`src/hw/pwo_pkg.sv`:
```
package pwo_pkg;
	localparam int PWO_CHANNELS = 6;
	localparam logic [7:0] PWO_ADDR_CONFIG = 8'h31;
	localparam logic [7:0] PWO_ADDR_MIN_PULSE = 8'h32;
	localparam logic [7:0] PWO_ADDR_DELAY = 8'h33;
	localparam logic [7:0] PWO_CONFIG_RESET = 8'h00;
	localparam logic [7:0] PWO_MIN_PULSE_RESET = 8'h00;
	localparam logic [7:0] PWO_DELAY_RESET = 8'h00;
	localparam int PWO_BIT_OVERSAMPLE_RATE_SELECT = 7;
	localparam int PWO_BIT_PAIR1 = 4;
	localparam int PWO_BIT_PAIR2 = 3;
	localparam int PWO_BIT_A3 = 2;
	localparam int PWO_BIT_B3 = 1;
	localparam int PWO_BIT_MINUS_DIS = 7;
	localparam int PWO_MIN_PULSE_LSB = 0;
	localparam int PWO_MIN_PULSE_W = 5;
	localparam int PWO_LEG_LSB = 5;
	localparam int PWO_LEG_W = 3;
	localparam int PWO_PAIR_LSB = 0;
	localparam int PWO_PAIR_W = 5;
	localparam int PWO_HIST_DEPTH = 39;
	localparam logic [7:0] PWO_ZERO_BYTE = 8'h00;

	typedef struct packed {
		logic oversample_rate_select;
		logic pair1_bridge_select;
		logic pair2_bridge_select;
		logic ch_a_third_bridge_select;
		logic ch_b_third_bridge_select;
		logic minus_leg_disable;
		logic [PWO_MIN_PULSE_W-1:0] min_pulse;
		logic [PWO_LEG_W-1:0] leg_skew_setting;
		logic [PWO_PAIR_W-1:0] pair_skew_setting;
	} pwo_cfg_type;

	localparam pwo_cfg_type PWO_CFG_RESET = '0;
endpackage

```
`src/hw/pwo_output_stage.sv`:
```
// Behaviour
// - rate select 0 gives single switch rate, 1 gives double switch rate
// - double rate enables the modulator interpolation filter
// - config writes are dropped unless global power-down is 1
// - pair1 select sets A1 and B1 half-bridge at 0, full-bridge at 1
// - pair2 select sets A2 and B2 half-bridge at 0, full-bridge at 1
// - third A select governs channel A3 alone
// - third B select governs channel B3 alone
// - half-bridge channel: minus leg runs at 0, disabled at 1
// - minus-leg disable ignored for full-bridge channels
// - one minus-leg disable setting covers all half-bridge channels
// - minimum pulse is setting times master clock period, zero means none
// - minimum pulse applies to plus and minus of every channel
// - leg skew delays minus after plus by setting master clock periods
// - pair skew delays each A pair after its B pair
`timescale 1ns/10ps
`default_nettype none
module pwo_output_stage
	import pwo_pkg::*;
#(
	parameter int CHANNELS = PWO_CHANNELS
) (
	input wire logic sys_clk,
	input wire logic rst,
	input wire logic ce,
	input wire logic global_power_down,
	input wire logic [7:0] reg_addr,
	input wire logic reg_wr,
	input wire logic [7:0] reg_wdata,
	input wire logic reg_rd,
	output logic [7:0] reg_rdata_ff,
	input wire logic [CHANNELS-1:0] mod_pwm_in,
	output logic [CHANNELS-1:0] bridge_output_plus_ff,
	output logic [CHANNELS-1:0] bridge_output_minus_ff,
	output logic double_rate_ff,
	output logic interp_enable_ff
);
	pwo_cfg_type reg_cfg_ff, nxt_reg_cfg;
	pwo_cfg_type act_cfg_ff, nxt_act_cfg;
	logic [7:0] nxt_rdata;
	logic [7:0] cfg_byte, min_byte, dly_byte;
	logic [CHANNELS-1:0] nxt_plus, nxt_minus;
	logic [CHANNELS-1:0] full_bridge;
	logic nxt_double, nxt_interp;

	// register images, reserved bits read as zero
	always_comb begin
		cfg_byte = PWO_ZERO_BYTE;
		cfg_byte[PWO_BIT_OVERSAMPLE_RATE_SELECT] = reg_cfg_ff.oversample_rate_select;
		cfg_byte[PWO_BIT_PAIR1] = reg_cfg_ff.pair1_bridge_select;
		cfg_byte[PWO_BIT_PAIR2] = reg_cfg_ff.pair2_bridge_select;
		cfg_byte[PWO_BIT_A3] = reg_cfg_ff.ch_a_third_bridge_select;
		cfg_byte[PWO_BIT_B3] = reg_cfg_ff.ch_b_third_bridge_select;
		min_byte = PWO_ZERO_BYTE;
		min_byte[PWO_BIT_MINUS_DIS] = reg_cfg_ff.minus_leg_disable;
		min_byte[PWO_MIN_PULSE_LSB +: PWO_MIN_PULSE_W] = reg_cfg_ff.min_pulse;
		dly_byte = PWO_ZERO_BYTE;
		dly_byte[PWO_LEG_LSB +: PWO_LEG_W] = reg_cfg_ff.leg_skew_setting;
		dly_byte[PWO_PAIR_LSB +: PWO_PAIR_W] = reg_cfg_ff.pair_skew_setting;
	end

	// register writes and reads
	always_comb begin
		nxt_reg_cfg = reg_cfg_ff;
		nxt_rdata = reg_rdata_ff;
		// writes outside power-down are silently lost; software must set it first
		if (reg_wr && global_power_down) begin
			unique case (reg_addr)
				PWO_ADDR_CONFIG: begin
					nxt_reg_cfg.oversample_rate_select = reg_wdata[PWO_BIT_OVERSAMPLE_RATE_SELECT];
					nxt_reg_cfg.pair1_bridge_select = reg_wdata[PWO_BIT_PAIR1];
					nxt_reg_cfg.pair2_bridge_select = reg_wdata[PWO_BIT_PAIR2];
					nxt_reg_cfg.ch_a_third_bridge_select = reg_wdata[PWO_BIT_A3];
					nxt_reg_cfg.ch_b_third_bridge_select = reg_wdata[PWO_BIT_B3];
				end
				PWO_ADDR_MIN_PULSE: begin
					nxt_reg_cfg.minus_leg_disable = reg_wdata[PWO_BIT_MINUS_DIS];
					nxt_reg_cfg.min_pulse = reg_wdata[PWO_MIN_PULSE_LSB +: PWO_MIN_PULSE_W];
				end
				PWO_ADDR_DELAY: begin
					nxt_reg_cfg.leg_skew_setting = reg_wdata[PWO_LEG_LSB +: PWO_LEG_W];
					nxt_reg_cfg.pair_skew_setting = reg_wdata[PWO_PAIR_LSB +: PWO_PAIR_W];
				end
				default: begin
				end
			endcase
		end
		if (reg_rd) begin
			unique case (reg_addr)
				PWO_ADDR_CONFIG: nxt_rdata = cfg_byte;
				PWO_ADDR_MIN_PULSE: nxt_rdata = min_byte;
				PWO_ADDR_DELAY: nxt_rdata = dly_byte;
				default: nxt_rdata = PWO_ZERO_BYTE;
			endcase
		end
	end

	always_ff @(posedge sys_clk or posedge rst) begin
		if (rst) begin
			reg_cfg_ff <= PWO_CFG_RESET;
			reg_rdata_ff <= PWO_ZERO_BYTE;
		end else if (ce) begin
			reg_cfg_ff <= nxt_reg_cfg;
			reg_rdata_ff <= nxt_rdata;
		end
	end

	// working copy follows the registers only in power-down, so a running
	// modulator never sees a setting change mid-stream
	always_comb begin
		nxt_act_cfg = act_cfg_ff;
		if (global_power_down) begin
			nxt_act_cfg = reg_cfg_ff;
		end
		nxt_double = act_cfg_ff.oversample_rate_select;
		nxt_interp = act_cfg_ff.oversample_rate_select;
	end

	always_ff @(posedge sys_clk or posedge rst) begin
		if (rst) begin
			act_cfg_ff <= PWO_CFG_RESET;
			double_rate_ff <= 1'b0;
			interp_enable_ff <= 1'b0;
		end else if (ce) begin
			act_cfg_ff <= nxt_act_cfg;
			double_rate_ff <= nxt_double;
			interp_enable_ff <= nxt_interp;
		end
	end

	// channel order: A1 B1 A2 B2 A3 B3
	always_comb begin
		full_bridge = '0;
		full_bridge[0] = act_cfg_ff.pair1_bridge_select;
		full_bridge[1] = act_cfg_ff.pair1_bridge_select;
		full_bridge[2] = act_cfg_ff.pair2_bridge_select;
		full_bridge[3] = act_cfg_ff.pair2_bridge_select;
		full_bridge[4] = act_cfg_ff.ch_a_third_bridge_select;
		full_bridge[5] = act_cfg_ff.ch_b_third_bridge_select;
	end

	for (genvar c = 0; c < CHANNELS; c++) begin : g_chan
		logic lvl_ff, nxt_lvl;
		logic [PWO_MIN_PULSE_W-1:0] cnt_ff, nxt_cnt;
		logic [PWO_HIST_DEPTH-1:0] hist_ff, nxt_hist;
		logic [PWO_PAIR_W:0] plus_tap, minus_tap;
		logic minus_on;

		// pulse filter: a level change is taken only once the present level
		// has lasted min_pulse cycles; shaping the source keeps both legs legal
		always_comb begin
			nxt_lvl = lvl_ff;
			nxt_cnt = cnt_ff;
			nxt_hist = {hist_ff[PWO_HIST_DEPTH-2:0], lvl_ff};
			if (global_power_down) begin
				nxt_lvl = 1'b0;
				nxt_cnt = '0;
				nxt_hist = '0;
			end else if (mod_pwm_in[c] != lvl_ff && cnt_ff >= act_cfg_ff.min_pulse) begin
				nxt_lvl = mod_pwm_in[c];
				nxt_cnt = PWO_MIN_PULSE_W'(1);
			end else if (cnt_ff != '1) begin
				nxt_cnt = cnt_ff + PWO_MIN_PULSE_W'(1);
			end
		end

		always_ff @(posedge sys_clk or posedge rst) begin
			if (rst) begin
				lvl_ff <= 1'b0;
				cnt_ff <= '0;
				hist_ff <= '0;
			end else if (ce) begin
				lvl_ff <= nxt_lvl;
				cnt_ff <= nxt_cnt;
				hist_ff <= nxt_hist;
			end
		end

		// even index is an A channel, delayed against its B partner
		always_comb begin
			plus_tap = '0;
			if (c % 2 == 0) begin
				plus_tap = {1'b0, act_cfg_ff.pair_skew_setting};
			end
			minus_tap = plus_tap + {3'b000, act_cfg_ff.leg_skew_setting};
			minus_on = full_bridge[c] || !act_cfg_ff.minus_leg_disable;
			nxt_plus[c] = !global_power_down && hist_ff[plus_tap];
			nxt_minus[c] = !global_power_down && minus_on && !hist_ff[minus_tap];
		end
	end

	always_ff @(posedge sys_clk or posedge rst) begin
		if (rst) begin
			bridge_output_plus_ff <= '0;
			bridge_output_minus_ff <= '0;
		end else if (ce) begin
			bridge_output_plus_ff <= nxt_plus;
			bridge_output_minus_ff <= nxt_minus;
		end
	end
endmodule
`default_nettype wire

```
`config.mk`:
```
export PLATFORM = sky130hd
export DESIGN_NAME = pwo_output_stage
export DESIGN_NICKNAME = d
export VERILOG_FILES = /design/src/hw/pwo_pkg.sv /design/src/hw/pwo_output_stage.sv
export SDC_FILE = /design/constraint.sdc
export NUM_CORES = 1
export LEC_CHECK = 0
export BUFFER_PORTS_ARGS = -buffer_cell sky130_fd_sc_hd__buf_2
export CAP_MARGIN = 20
export CORE_MARGIN = 10
export CORE_UTILIZATION = 25
export CTS_BUF_LIST = sky130_fd_sc_hd__clkbuf_4 sky130_fd_sc_hd__clkbuf_8
export DETAILED_ROUTE_END_ITERATION = 10
export GPL_ROUTABILITY_DRIVEN = 0
export GPL_TIMING_DRIVEN = 0
export PLACE_DENSITY = 0.4
export RECOVER_POWER = 100
export SLEW_MARGIN = 20
export SYNTH_ARGS = -nofsm -noshare
export SYNTH_HDL_FRONTEND = slang
export SYNTH_SLANG_ARGS = --single-unit
```
`constraint.sdc`:
```
create_clock -name sys_clk -period 17.3 [get_ports sys_clk]
set_clock_uncertainty 0.1 [all_clocks]
set_input_delay 3.46 -clock sys_clk [delete_from_list [all_inputs] [get_ports sys_clk]]
set_output_delay 3.46 -clock sys_clk [all_outputs]
set_load 0.05 [all_outputs]
```
==> Word level (Yosys, flattened, before mapping) <==
Cells that the tools add are included.
{ "totals": {"ram_bits": 0, "out_inout_bits": 22, "ff_bits": 236, "mem_count": 0, "latch_bits": 0, "mem_bits_ro": 0} }
{ "classes": {"mul": 0, "shifts": 0, "div": 0, "order_cmp": 9, "muxes": 55, "n_eq_ne": 15, "addsub": 7, "n_reduce_logical": 64, "n_bitwise": 0} }
{ "op_table": {"columns": ["operator", "n"], "rows": [
  ["39-bit 2-to-1 mux", 3],
  ["5-bit 2-to-1 mux", 18],
  ["5-bit by 1-bit adder with 5-bit output (second input constant)", 6],
  ["5-bit greater-or-equal comparator", 6],
  ["5-bit != test (second input constant)", 6],
  ["2-bit AND reduction", 14],
  ["8-bit by 6-bit == test with 1-bit output (second input constant)", 3],
  ["8-bit 2-to-1 mux", 3],
  ["8-bit one-hot mux with 3 select lines", 1],
  ["1-bit logical AND", 23],
  ["1-bit 2-to-1 mux", 21],
  ["1-bit binary-select mux with 6-bit select", 3],
  ["3-bit nonzero test", 6],
  ["1-bit binary-select mux with 5-bit select", 3],
  ["2-bit nonzero test", 6],
  ["1-bit binary-select mux with 3-bit select", 3],
  ["3-bit AND reduction", 3],
  ["1-bit logical NOT", 8],
  ["3-bit by 7-bit less-than comparator with 1-bit output (second input constant)", 1],
  ["5-bit by 7-bit less-than comparator with 1-bit output (second input constant)", 1],
  ["6-bit by 7-bit less-than comparator with 1-bit output (second input constant)", 1],
  ["5-bit by 3-bit adder with 6-bit output", 1],
  ["1-bit != test", 6],
  ["1-bit logical OR", 4]
]} }

==> Longest topological paths before layout <==
Gate-level depths: netlist (run 1).
{ "depth": {"word_depth": 5, "depth_mapped": 11, "ltp_nobuf": 9} }

==> Least setup slack after synthesis (run 1) <==
Ideal clock, no wire load.
{ "synth_path": {"path_type": "input to register", "startpoint": "input port reg_addr[7]", "endpoint": "register reg_cfg_ff (netlist bit dly_byte[0])", "required_ps": 17075, "setup_slack_ps": 12278, "setup_ps": 125, "path_stages": 6, "t_arrival_ps": 4797, "cell_sequence": "nor2_1 > nand3_1 > nor3_1 > nand3_1 > nor2_1 > mux2_2"} }
{ "synth_via": {"elab_chain_len": 2} }
{ "synth_rtl": {"columns": ["element", "line", "text"], "rows": [
  ["start: declaration", "pwo_output_stage.sv:27", "input wire logic [7:0] reg_addr,"],
  ["8-bit by 6-bit == test with 1-bit output", "pwo_output_stage.sv:68", "unique case (reg_addr)"],
  ["3-bit AND reduction (no source line)", null, null],
  ["end signal: assignment", "pwo_output_stage.sv:103", "reg_cfg_ff <= nxt_reg_cfg;"],
  ["end: declaration", "pwo_output_stage.sv:38", "pwo_cfg_type reg_cfg_ff, nxt_reg_cfg;"]
]} }
No other way between the ends.
A chain may end at the register's enable or synchronous reset.

==> out/summary.json, run 1 <==
{
  "status": {"value": "finished, violations left"},
  "violations": {"value": "capacitance limit, slew limit"},
  "timing.critical_path.max_delay_family": {"value": "buffers and inverters"},
  "netlist-cell-type-count": {"value": 51},
  "critical-path-slowest-cell": {"value": "sky130_fd_sc_hd__clkbuf_1"},
  "synth.area.top_cells": {"value": "sky130_fd_sc_hd__dfrtp_1, sky130_fd_sc_hd__mux4_2, sky130_fd_sc_hd__o2bb2ai_1"},
  "timing.critical_path.to_type": {"value": "async pin"},
  "worst_slew_pin_slew": {"value": 4190, "unit": "ps"},
  "floorplan.die.height": {"value": 244, "unit": "µm"},
  "criticalPathCategory": {"value": "in -> async"},
  "worst_slack": {"value": 8520, "unit": "ps"},
  "design.portCount": {"value": 50},
  "drt_drc_violations_left": {"value": 0},
  "initial_core_utilization": {"value": 25.2, "unit": "%"},
  "worst_skew_pair_latency": {"value": 620, "unit": "ps"},
  "syn-instance-count": {"value": 1120},
  "cts_hold_buf": {"value": 0},
  "netlist_top_cells_count": {"value": "sky130_fd_sc_hd__dfrtp_1, sky130_fd_sc_hd__nand2_1, sky130_fd_sc_hd__o2bb2ai_1"},
  "pre_cts_ws": {"value": 11530, "unit": "ps"},
  "first_pass_grt_wire_length": {"value": 63000, "unit": "µm"},
  "worst_slew_margin_rel": {"value": -181, "unit": "%"},
  "crit_path_max_incr_delay": {"value": 2580, "unit": "ps"},
  "leakage": {"value": 6.05, "unit": "nW"},
  "finalWorstPathRequiredPeriod": {"value": 8780, "unit": "ps"},
  "cts_made_buffers": {"value": 46},
  "post_cts_resized": {"value": 0},
  "maximum_number_of_pins_on_one_net_before_global_route_repair": {"value": 87},
  "timing.final.setup_violations": {"value": 0},
  "cp.arrival": {"value": 8590, "unit": "ps"},
  "floorplan.die.width": {"value": 244, "unit": "µm"},
  "post_drt_wl_per_cell": {"value": 20.9, "unit": "µm"},
  "max_clock_freq": {"value": 114, "unit": "MHz"},
  "critical_path.n_buffers_inverters": {"value": 3},
  "hold_viol": {"value": 0},
  "final_routed_wirelength": {"value": 40200, "unit": "µm"},
  "cpMostUsedCell": {"value": "sky130_fd_sc_hd__clkbuf_1"},
  "min_from": {"value": "reg_rdata_ff[6]"},
  "setup.worst_path.start_class": {"value": "input port"},
  "core_region_area": {"value": 0.0500, "unit": "mm²"},
  "worst-path-max-fanout": {"value": 86},
  "via_count": {"value": 9550},
  "worst_hold_slack": {"value": 387, "unit": "ps"},
  "post-synth-top-count-cell": {"value": "sky130_fd_sc_hd__dfrtp_1"},
  "setup_repair_after_global_routing_missed_its_margin": {"value": "false"},
  "post_drt_via_cell_ratio": {"value": 4.97},
  "cts.sink_count": {"value": 233},
  "rows": {"value": 82},
  "synth.cell_area": {"value": 0.0126, "unit": "mm²"},
  "clk_pin_slew_worst_paths": {"value": 60, "unit": "ps"},
  "design.final.nets": {"value": 1289},
  "antenna_left": {"value": 0},
  "grtUsageTotal": {"value": 13.5, "unit": "%"},
  "setup_total_negative_slack": {"value": 0, "unit": "ps"},
  "post_synth_top_area_cell": {"value": "sky130_fd_sc_hd__dfrtp_1"},
  "timing_max_transition_violations_final": {"value": 150},
  "layout-drive-gt1-share": {"value": 17.2, "unit": "%"},
  "antenna_cells_inserted": {"value": 0},
  "yosys_most_used_dff": {"value": "sky130_fd_sc_hd__dfrtp_1"},
  "crit_path_start": {"value": "rst"},
  "synth-seq-area-share": {"value": 46.3, "unit": "%"},
  "yosysWarnings": {"value": 0},
  "gr-total-overflow": {"value": 0},
  "regToRegStartpoint": {"value": "act_cfg_ff[1]"},
  "synth_enable_flop_cells": {"value": 0},
  "finalCritPeriodShare": {"value": 50.7, "unit": "%"},
  "area_growth": {"value": 15.9, "unit": "%"},
  "total_power": {"value": 1.43, "unit": "mW"},
  "drt_iter0_markers": {"value": 657},
  "crit_path_cell_trace": {"value": "clkbuf_1 -> clkinvlp_2 -> clkbuf_1"},
  "cp.required": {"value": 17110, "unit": "ps"},
  "cap_viol_max_count": {"value": 2},
  "post_synth.cell_area_avg": {"value": 11.2, "unit": "µm²"},
  "clock_tree_from_tritoncts": {"value": "built"},
  "drtPass1Iterations": {"value": 5},
  "syn_nets": {"value": 1194},
  "grt_antenna_before_repair": {"value": 1},
  "cts_max_path_buffers": {"value": 3},
  "ys_ff_latch": {"value": 233},
  "worst_ir_drop_vdd": {"value": 0.0000447, "unit": "V"},
  "place.detailed.hpwl": {"value": 27800, "unit": "µm"},
  "cts_setup_buffers": {"value": 0},
  "port_buffers": {"value": 45},
  "vias_in_the_first_global_route": {"value": 9853},
  "yosys.area.top_type_share": {"value": 46.3, "unit": "%"},
  "postLayoutCoreUtil": {"value": 29.2, "unit": "%"},
  "pwr_density_cell": {"value": 97.9, "unit": "mW/mm²"},
  "post_synthesis_async_set_or_reset_flop_share": {"value": 100, "unit": "%"},
  "dieArea": {"value": 0.0597, "unit": "mm²"},
  "holdCritPathClass": {"value": "reg -> reg"},
  "ctsHtreeMaxLevel": {"value": 2},
  "cts_root_buffer": {"value": "sky130_fd_sc_hd__clkbuf_8"}
}
==> state kept, by name, indices dropped and copies added (netlist names), 4 cells and up <==
name / count
g_chan.cnt_ff: 30
act_cfg_ff: 18
cfg_byte: 5
min_byte: 6
bridge_output_plus_ff: 4
bridge_output_minus_ff: 6
reg_rdata_ff: 8
g_chan.lvl_ff: 6
g_chan.hist_ff: 140
dly_byte: 8
==> metrics by stage <==
stage	area (µm²)	std cells
after global placement	13700	1837
after global routing	14600	1921
final	14600	1921
after CTS	14700	1921
after floorplan	12600	1120
after detailed placement	13700	1839
==> placed cells by master, fill, tap and decap left out, types with 6 or more instances in the layout <==
master                      synthesis  routed
sky130_fd_sc_hd__a2111oi_0          6       6
sky130_fd_sc_hd__a211oi_1           6       6
sky130_fd_sc_hd__a21o_1             7       7
sky130_fd_sc_hd__a21oi_1           42      42
sky130_fd_sc_hd__a221o_1            8       8
sky130_fd_sc_hd__a22o_1            16      16
sky130_fd_sc_hd__a22oi_1            8       8
sky130_fd_sc_hd__and2_1            10      10
sky130_fd_sc_hd__and3_1             6       6
sky130_fd_sc_hd__buf_1             16      12
sky130_fd_sc_hd__buf_2              8      28
sky130_fd_sc_hd__clkbuf_1          52      82
sky130_fd_sc_hd__clkbuf_4           0      19
sky130_fd_sc_hd__clkbuf_8           0      54
sky130_fd_sc_hd__clkinv_2           0       7
sky130_fd_sc_hd__dfrtp_1          233     233
sky130_fd_sc_hd__ha_1              45      45
sky130_fd_sc_hd__inv_1             85      84
sky130_fd_sc_hd__mux2_2            39      39
sky130_fd_sc_hd__mux2i_1           18      18
sky130_fd_sc_hd__mux4_1             8       8
sky130_fd_sc_hd__mux4_2            55      55
sky130_fd_sc_hd__nand2_1          146     146
sky130_fd_sc_hd__nand2b_1           9       9
sky130_fd_sc_hd__nand3_1           11      11
sky130_fd_sc_hd__nand3b_1           9       9
sky130_fd_sc_hd__nor2_1            19      19
sky130_fd_sc_hd__nor2b_1           10      10
sky130_fd_sc_hd__o21ai_0           30      33
sky130_fd_sc_hd__o22ai_1           47      47
sky130_fd_sc_hd__o2bb2ai_1         99      99
sky130_fd_sc_hd__o32ai_1            9       9
sky130_fd_sc_hd__xor2_1            10      10
==> tightest hold or removal path, delay by kind of cell (launching register included) <==
kind,cells,cell delay [ps]
AOI/OAI and AO/OA,1,60
DFF,1,340
and+or+nand+nor,1,50
==> final timing paths <==
path	end	slack (ps)	cells past startpoint
min in group asynchronous	g_chan[1].cnt_ff[0]	4000	2
worst min-delay path	reg_rdata_ff[6]	390	2
worst min register to register	reg_rdata_ff[6]	390	2
worst max register to register	bridge_output_minus_ff[0]	12500	10
max in group sys_clk	bridge_output_plus_ff[0]	11970	6
worst max-delay path	g_chan[2].hist_ff[16]	8520	3
==> cell families after synthesis <==
logic type | Yosys count | synth area share [%]
flops | 233 | 46.3
buf+inv | 168 | 5.43
fa+ha+maj | 46 | 4.63
mux | 120 | 16.4
compound gates | 308 | 18.0
xor+xnor | 12 | 0.895
simple gates | 233 | 8.29
==> metal layers <==
layer	GRT usage [%]	part of all wire, %
met5	0	0
met2	20.8	45
met4	3.95	2.4
met1	18.7	48
met3	2.65	4.3
==> where the power goes <==
| group | internal, mW | total (mW) | switching (mW) |
|---|---|---|---|
| Sequential | 0.574 | 0.608 | 0.0338 |
| Clock | 0.325 | 0.586 | 0.261 |
| Combinational | 0.0828 | 0.235 | 0.152 |
| Total | 0.982 | 1.43 | 0.447 |
==> layout make-up <==
class,instances,area (µm²)
clock inverters,9,52.6
multi-input cells,719,6070
well taps,672,841
clock buffers,73,886
inverters,85,320
plain buffers,83,362
fillers,5261,35400
flip-flops and latches,233,5830
repair buffers,47,228
Power figures use the tool's default switching activity.
==> run 2, diff against run 1 <==
clock period = 8.8 ns   (was 17.3 ns; I/O delays follow)
==> run 2 against run 1 <==
Sequential share of layout area decreased by 0.069 points; critical path depth increased by 7; routed wire length about the same; count of clock-buffer cells in the layout unchanged; final area increased by 0.17%; flip-flop and latch count unchanged; first-iteration DRC count decreased by 3.5%; core utilization increased by 0.050 points; combinational power increased by 98%; the run still ends with capacitance limit, slew limit left; final cell count about the same; critical path type is now reg -> reg; power increased by 97%.
==> out/summary.json, run 2 (synthesis gave the netlist of run 1 again) <==
{
  "cap_viol_max_count": {"value": 1, "change": "was 2"},
  "crit_path_start": {"value": "act_cfg_ff[1]", "change": "was rst"},
  "worst_slack": {"value": 3650, "unit": "ps", "change": "was 8520 ps"},
  "worst_slew_margin_rel": {"value": -187, "unit": "%", "change": "was -181%"},
  "cpMostUsedCell": {"value": "sky130_fd_sc_hd__clkbuf_1", "change": "unchanged"},
  "dieArea": {"value": 0.0597, "unit": "mm²", "change": "unchanged"},
  "crit_path_cell_trace": {"value": "clkbuf_1 -> clkbuf_1 -> inv_1 -> fa_1 -> clkbuf_1 -> clkbuf_1 -> inv_1 -> o21ai_0 -> o22ai_1 -> o41ai_1", "change": "was clkbuf_1 -> clkinvlp_2 -> clkbuf_1"},
  "layout_commonest_cell": {"value": "sky130_fd_sc_hd__dfrtp_1", "change": "unchanged"},
  "p_clk_share": {"value": 41.0, "unit": "%", "change": "about the same"},
  "dp.cells": {"value": 1839, "change": "unchanged"},
  "worst-path-max-fanout": {"value": 10, "change": "was 86"},
  "grt_antenna_before_repair": {"value": 1, "change": "unchanged"},
  "combPwrFrac": {"value": 16.5, "unit": "%", "change": "about the same"},
  "timing.critical_path.max_delay_family": {"value": "buffers and inverters", "change": "unchanged"},
  "antenna_left": {"value": 0, "change": "unchanged"},
  "ctsHtreeMaxLevel": {"value": 2, "change": "unchanged"},
  "timing.final.setup_violations": {"value": 0, "change": "unchanged"},
  "timing_max_transition_violations_final": {"value": 85, "change": "was 150"},
  "via_count": {"value": 9557, "change": "was 9550"},
  "hold_viol": {"value": 0, "change": "unchanged"},
  "vias_in_the_first_global_route": {"value": 9853, "change": "unchanged"},
  "cts.sink_count": {"value": 233, "change": "unchanged"},
  "initial_core_utilization": {"value": 25.2, "unit": "%", "change": "unchanged"},
  "gr-total-overflow": {"value": 0, "change": "unchanged"},
  "layout.cells.most_common_list": {"value": "sky130_fd_sc_hd__dfrtp_1, sky130_fd_sc_hd__nand2_1, sky130_fd_sc_hd__o2bb2ai_1", "change": "unchanged"},
  "pwr_density_cell": {"value": 192, "unit": "mW/mm²", "change": "was 97.9 mW/mm²"},
  "largest_registers": {"value": "g_chan.hist_ff (140), g_chan.cnt_ff (30), act_cfg_ff (18)", "change": "unchanged"},
  "critical-path-slowest-cell": {"value": "sky130_fd_sc_hd__clkbuf_1", "change": "unchanged"},
  "largest_register": {"value": "g_chan.hist_ff", "change": "unchanged"},
  "switching_part_of_the_total_power": {"value": 31.3, "unit": "%", "change": "about the same"},
  "ff2ff_setup_slack": {"value": 3650, "unit": "ps", "change": "was 12500 ps"},
  "post_cts_resized": {"value": 0, "change": "unchanged"},
  "flip_flop_count_of_the_largest_register_all_copies_and_words_added": {"value": 140, "change": "unchanged"},
  "n_fill_cell": {"value": 5258, "change": "was 5261"},
  "layout.cells.non_filler": {"value": 1922, "change": "was 1921"},
  "cts_root_buffer": {"value": "sky130_fd_sc_hd__clkbuf_8", "change": "unchanged"},
  "holdCritPathClass": {"value": "reg -> reg", "change": "unchanged"},
  "clk_pin_slew_worst_paths": {"value": 60, "unit": "ps", "change": "about the same"},
  "design.portCount": {"value": 50, "change": "unchanged"},
  "first_pass_grt_wire_length": {"value": 63000, "unit": "µm", "change": "unchanged"},
  "post_drt_wl_per_cell": {"value": 20.9, "unit": "µm", "change": "about the same"},
  "worst_skew_pair_latency": {"value": 620, "unit": "ps", "change": "about the same"},
  "detailed_place.area": {"value": 0.0137, "unit": "mm²", "change": "unchanged"},
  "core_region_area": {"value": 0.0500, "unit": "mm²", "change": "unchanged"},
  "worst_slew_pin_slew": {"value": 4280, "unit": "ps", "change": "was 4190 ps"},
  "worst_hold_slack": {"value": 386, "unit": "ps", "change": "was 387 ps"},
  "drtPass1Iterations": {"value": 4, "change": "was 5"},
  "criticalPathCategory": {"value": "reg -> reg", "change": "was in -> async"},
  "drt_iter0_markers": {"value": 634, "change": "was 657"},
  "pwr-share-seq": {"value": 42.5, "unit": "%", "change": "about the same"},
  "maximum_number_of_pins_on_one_net_before_global_route_repair": {"value": 87, "change": "unchanged"},
  "status": {"value": "finished, violations left", "change": "unchanged"},
  "finalCritPeriodShare": {"value": 58.6, "unit": "%"},
  "final_routed_wirelength": {"value": 40200, "unit": "µm", "change": "about the same"},
  "floorplan.die.height": {"value": 244, "unit": "µm", "change": "unchanged"},
  "post_drt_via_cell_ratio": {"value": 4.97, "change": "about the same"},
  "worst-r2r-cell-count": {"value": 10, "change": "unchanged"},
  "critical_path.n_buffers_inverters": {"value": 6, "change": "was 3"},
  "drt_drc_violations_left": {"value": 0, "change": "unchanged"},
  "grtUsageTotal": {"value": 13.5, "unit": "%", "change": "unchanged"},
  "cts_setup_buffers": {"value": 0, "change": "unchanged"},
  "worst-path-stages": {"value": 10, "change": "was 3"},
  "cp.required": {"value": 9190, "unit": "ps", "change": "was 17110 ps"},
  "cts_max_path_buffers": {"value": 3, "change": "unchanged"},
  "setup_repair_after_global_routing_missed_its_margin": {"value": "false", "change": "unchanged"},
  "layout-drive-gt1-share": {"value": 17.2, "unit": "%", "change": "unchanged"},
  "max_clock_freq": {"value": 194, "unit": "MHz"},
  "cp.arrival": {"value": 5540, "unit": "ps", "change": "was 8590 ps"},
  "endpoint": {"value": "bridge_output_minus_ff[0]", "change": "was g_chan[2].hist_ff[16]"},
  "regToRegStartpoint": {"value": "act_cfg_ff[1]", "change": "unchanged"},
  "final_std_cell_area_no_fill": {"value": 0.0146, "unit": "mm²", "change": "about the same"},
  "floorplan.die.width": {"value": 244, "unit": "µm", "change": "unchanged"},
  "pre_cts_ws": {"value": 3920, "unit": "ps", "change": "was 11530 ps"},
  "postLayoutCoreUtil": {"value": 29.3, "unit": "%", "change": "was 29.2%"},
  "setup_total_negative_slack": {"value": 0, "unit": "ps", "change": "unchanged"},
  "place.detailed.hpwl": {"value": 27800, "unit": "µm", "change": "unchanged"},
  "setup.worst_path.start_class": {"value": "flop", "change": "was input port"},
  "leakage": {"value": 6.06, "unit": "nW", "change": "was 6.05 nW"},
  "cts_made_buffers": {"value": 46, "change": "unchanged"},
  "design.final.nets": {"value": 1289, "change": "unchanged"},
  "r2r_end": {"value": "bridge_output_minus_ff[0]", "change": "unchanged"},
  "int_pwr": {"value": 1.93, "unit": "mW", "change": "was 982 µW"},
  "port_buffers": {"value": 45, "change": "unchanged"},
  "worst_ir_drop_vdd": {"value": 0.0000880, "unit": "V", "change": "was 0.0000447 V"},
  "timing.critical_path.to_type": {"value": "flop", "change": "was async pin"},
  "rows": {"value": 82, "change": "unchanged"},
  "area_growth": {"value": 16.1, "unit": "%", "change": "was 15.9%"},
  "finalWorstPathRequiredPeriod": {"value": 5150, "unit": "ps"},
  "crit_path_max_incr_delay": {"value": 790, "unit": "ps", "change": "was 2580 ps"},
  "violations": {"value": "capacitance limit, slew limit", "change": "unchanged"},
  "total_switching_power": {"value": 880, "unit": "µW", "change": "was 447 µW"},
  "cts_hold_buf": {"value": 0, "change": "unchanged"},
  "clock_tree_from_tritoncts": {"value": "built", "change": "unchanged"},
  "total_power": {"value": 2.81, "unit": "mW", "change": "was 1.43 mW"}
}
[run 2: changes by cell type in the layout (fill, tap and decap cells not counted)]
| cell | change |
|---|---|
| sky130_fd_sc_hd__diode_2 | +1 |
| sky130_fd_sc_hd__buf_2 | -1 |
| sky130_fd_sc_hd__buf_16 | +1 |
| sky130_fd_sc_hd__buf_1 | -1 |
| sky130_fd_sc_hd__clkbuf_1 | +1 |
[run 2: power groups by stage]
stage | registers, mW | clock network (mW) | logic (mW)
after floorplan | 1.21 | 0 | 0.316
after global placement | 1.21 | 0 | 0.461
after detailed placement | 1.21 | 0 | 0.468
after CTS | 1.19 | 1.20 | 0.471
after global routing | 1.20 | 1.25 | 0.519
final | 1.19 | 1.15 | 0.465
[run 2: final cells by class]
cell class                 instances  area [µm²]  share of cell area (%)
antenna                            1        2.50                  0.0171
buffer                            83         360                    2.47
clock buffer                      73         886                    6.06
clock inverter                     9        52.6                   0.360
inverter                          85         320                    2.19
multi-input combinational        719        6070                    41.5
sequential                       233        5830                    39.9
tap                              672         841                    5.75
timing repair buffer              47         251                    1.72
[run 2: how the worst min path moves through the flow]
stage                                    start              endpoint  slack, ps  cells past startpoint
final                     g_chan[1].hist_ff[7]  g_chan[1].hist_ff[7]        390                      1
after global routing            act_cfg_ff[16]        act_cfg_ff[16]        420                      1
after floorplan           g_chan[1].hist_ff[7]  g_chan[1].hist_ff[7]        350                      1
after detailed placement  g_chan[3].hist_ff[7]  g_chan[3].hist_ff[7]        380                      1
after global placement    g_chan[3].hist_ff[7]  g_chan[3].hist_ff[7]        370                      1
after CTS                 g_chan[3].hist_ff[7]  g_chan[3].hist_ff[7]        390                      1
[run 2: layer usage]
metal / routed length, µm / vias up / global-route usage, %
met4: 969 / 0 / 3.95
met3: 1710 / 67 / 2.65
li1: - / 4373 / -
met1: 19300 / 4913 / 18.7
met2: 18200 / 204 / 20.8
met5: 0 / - / 0
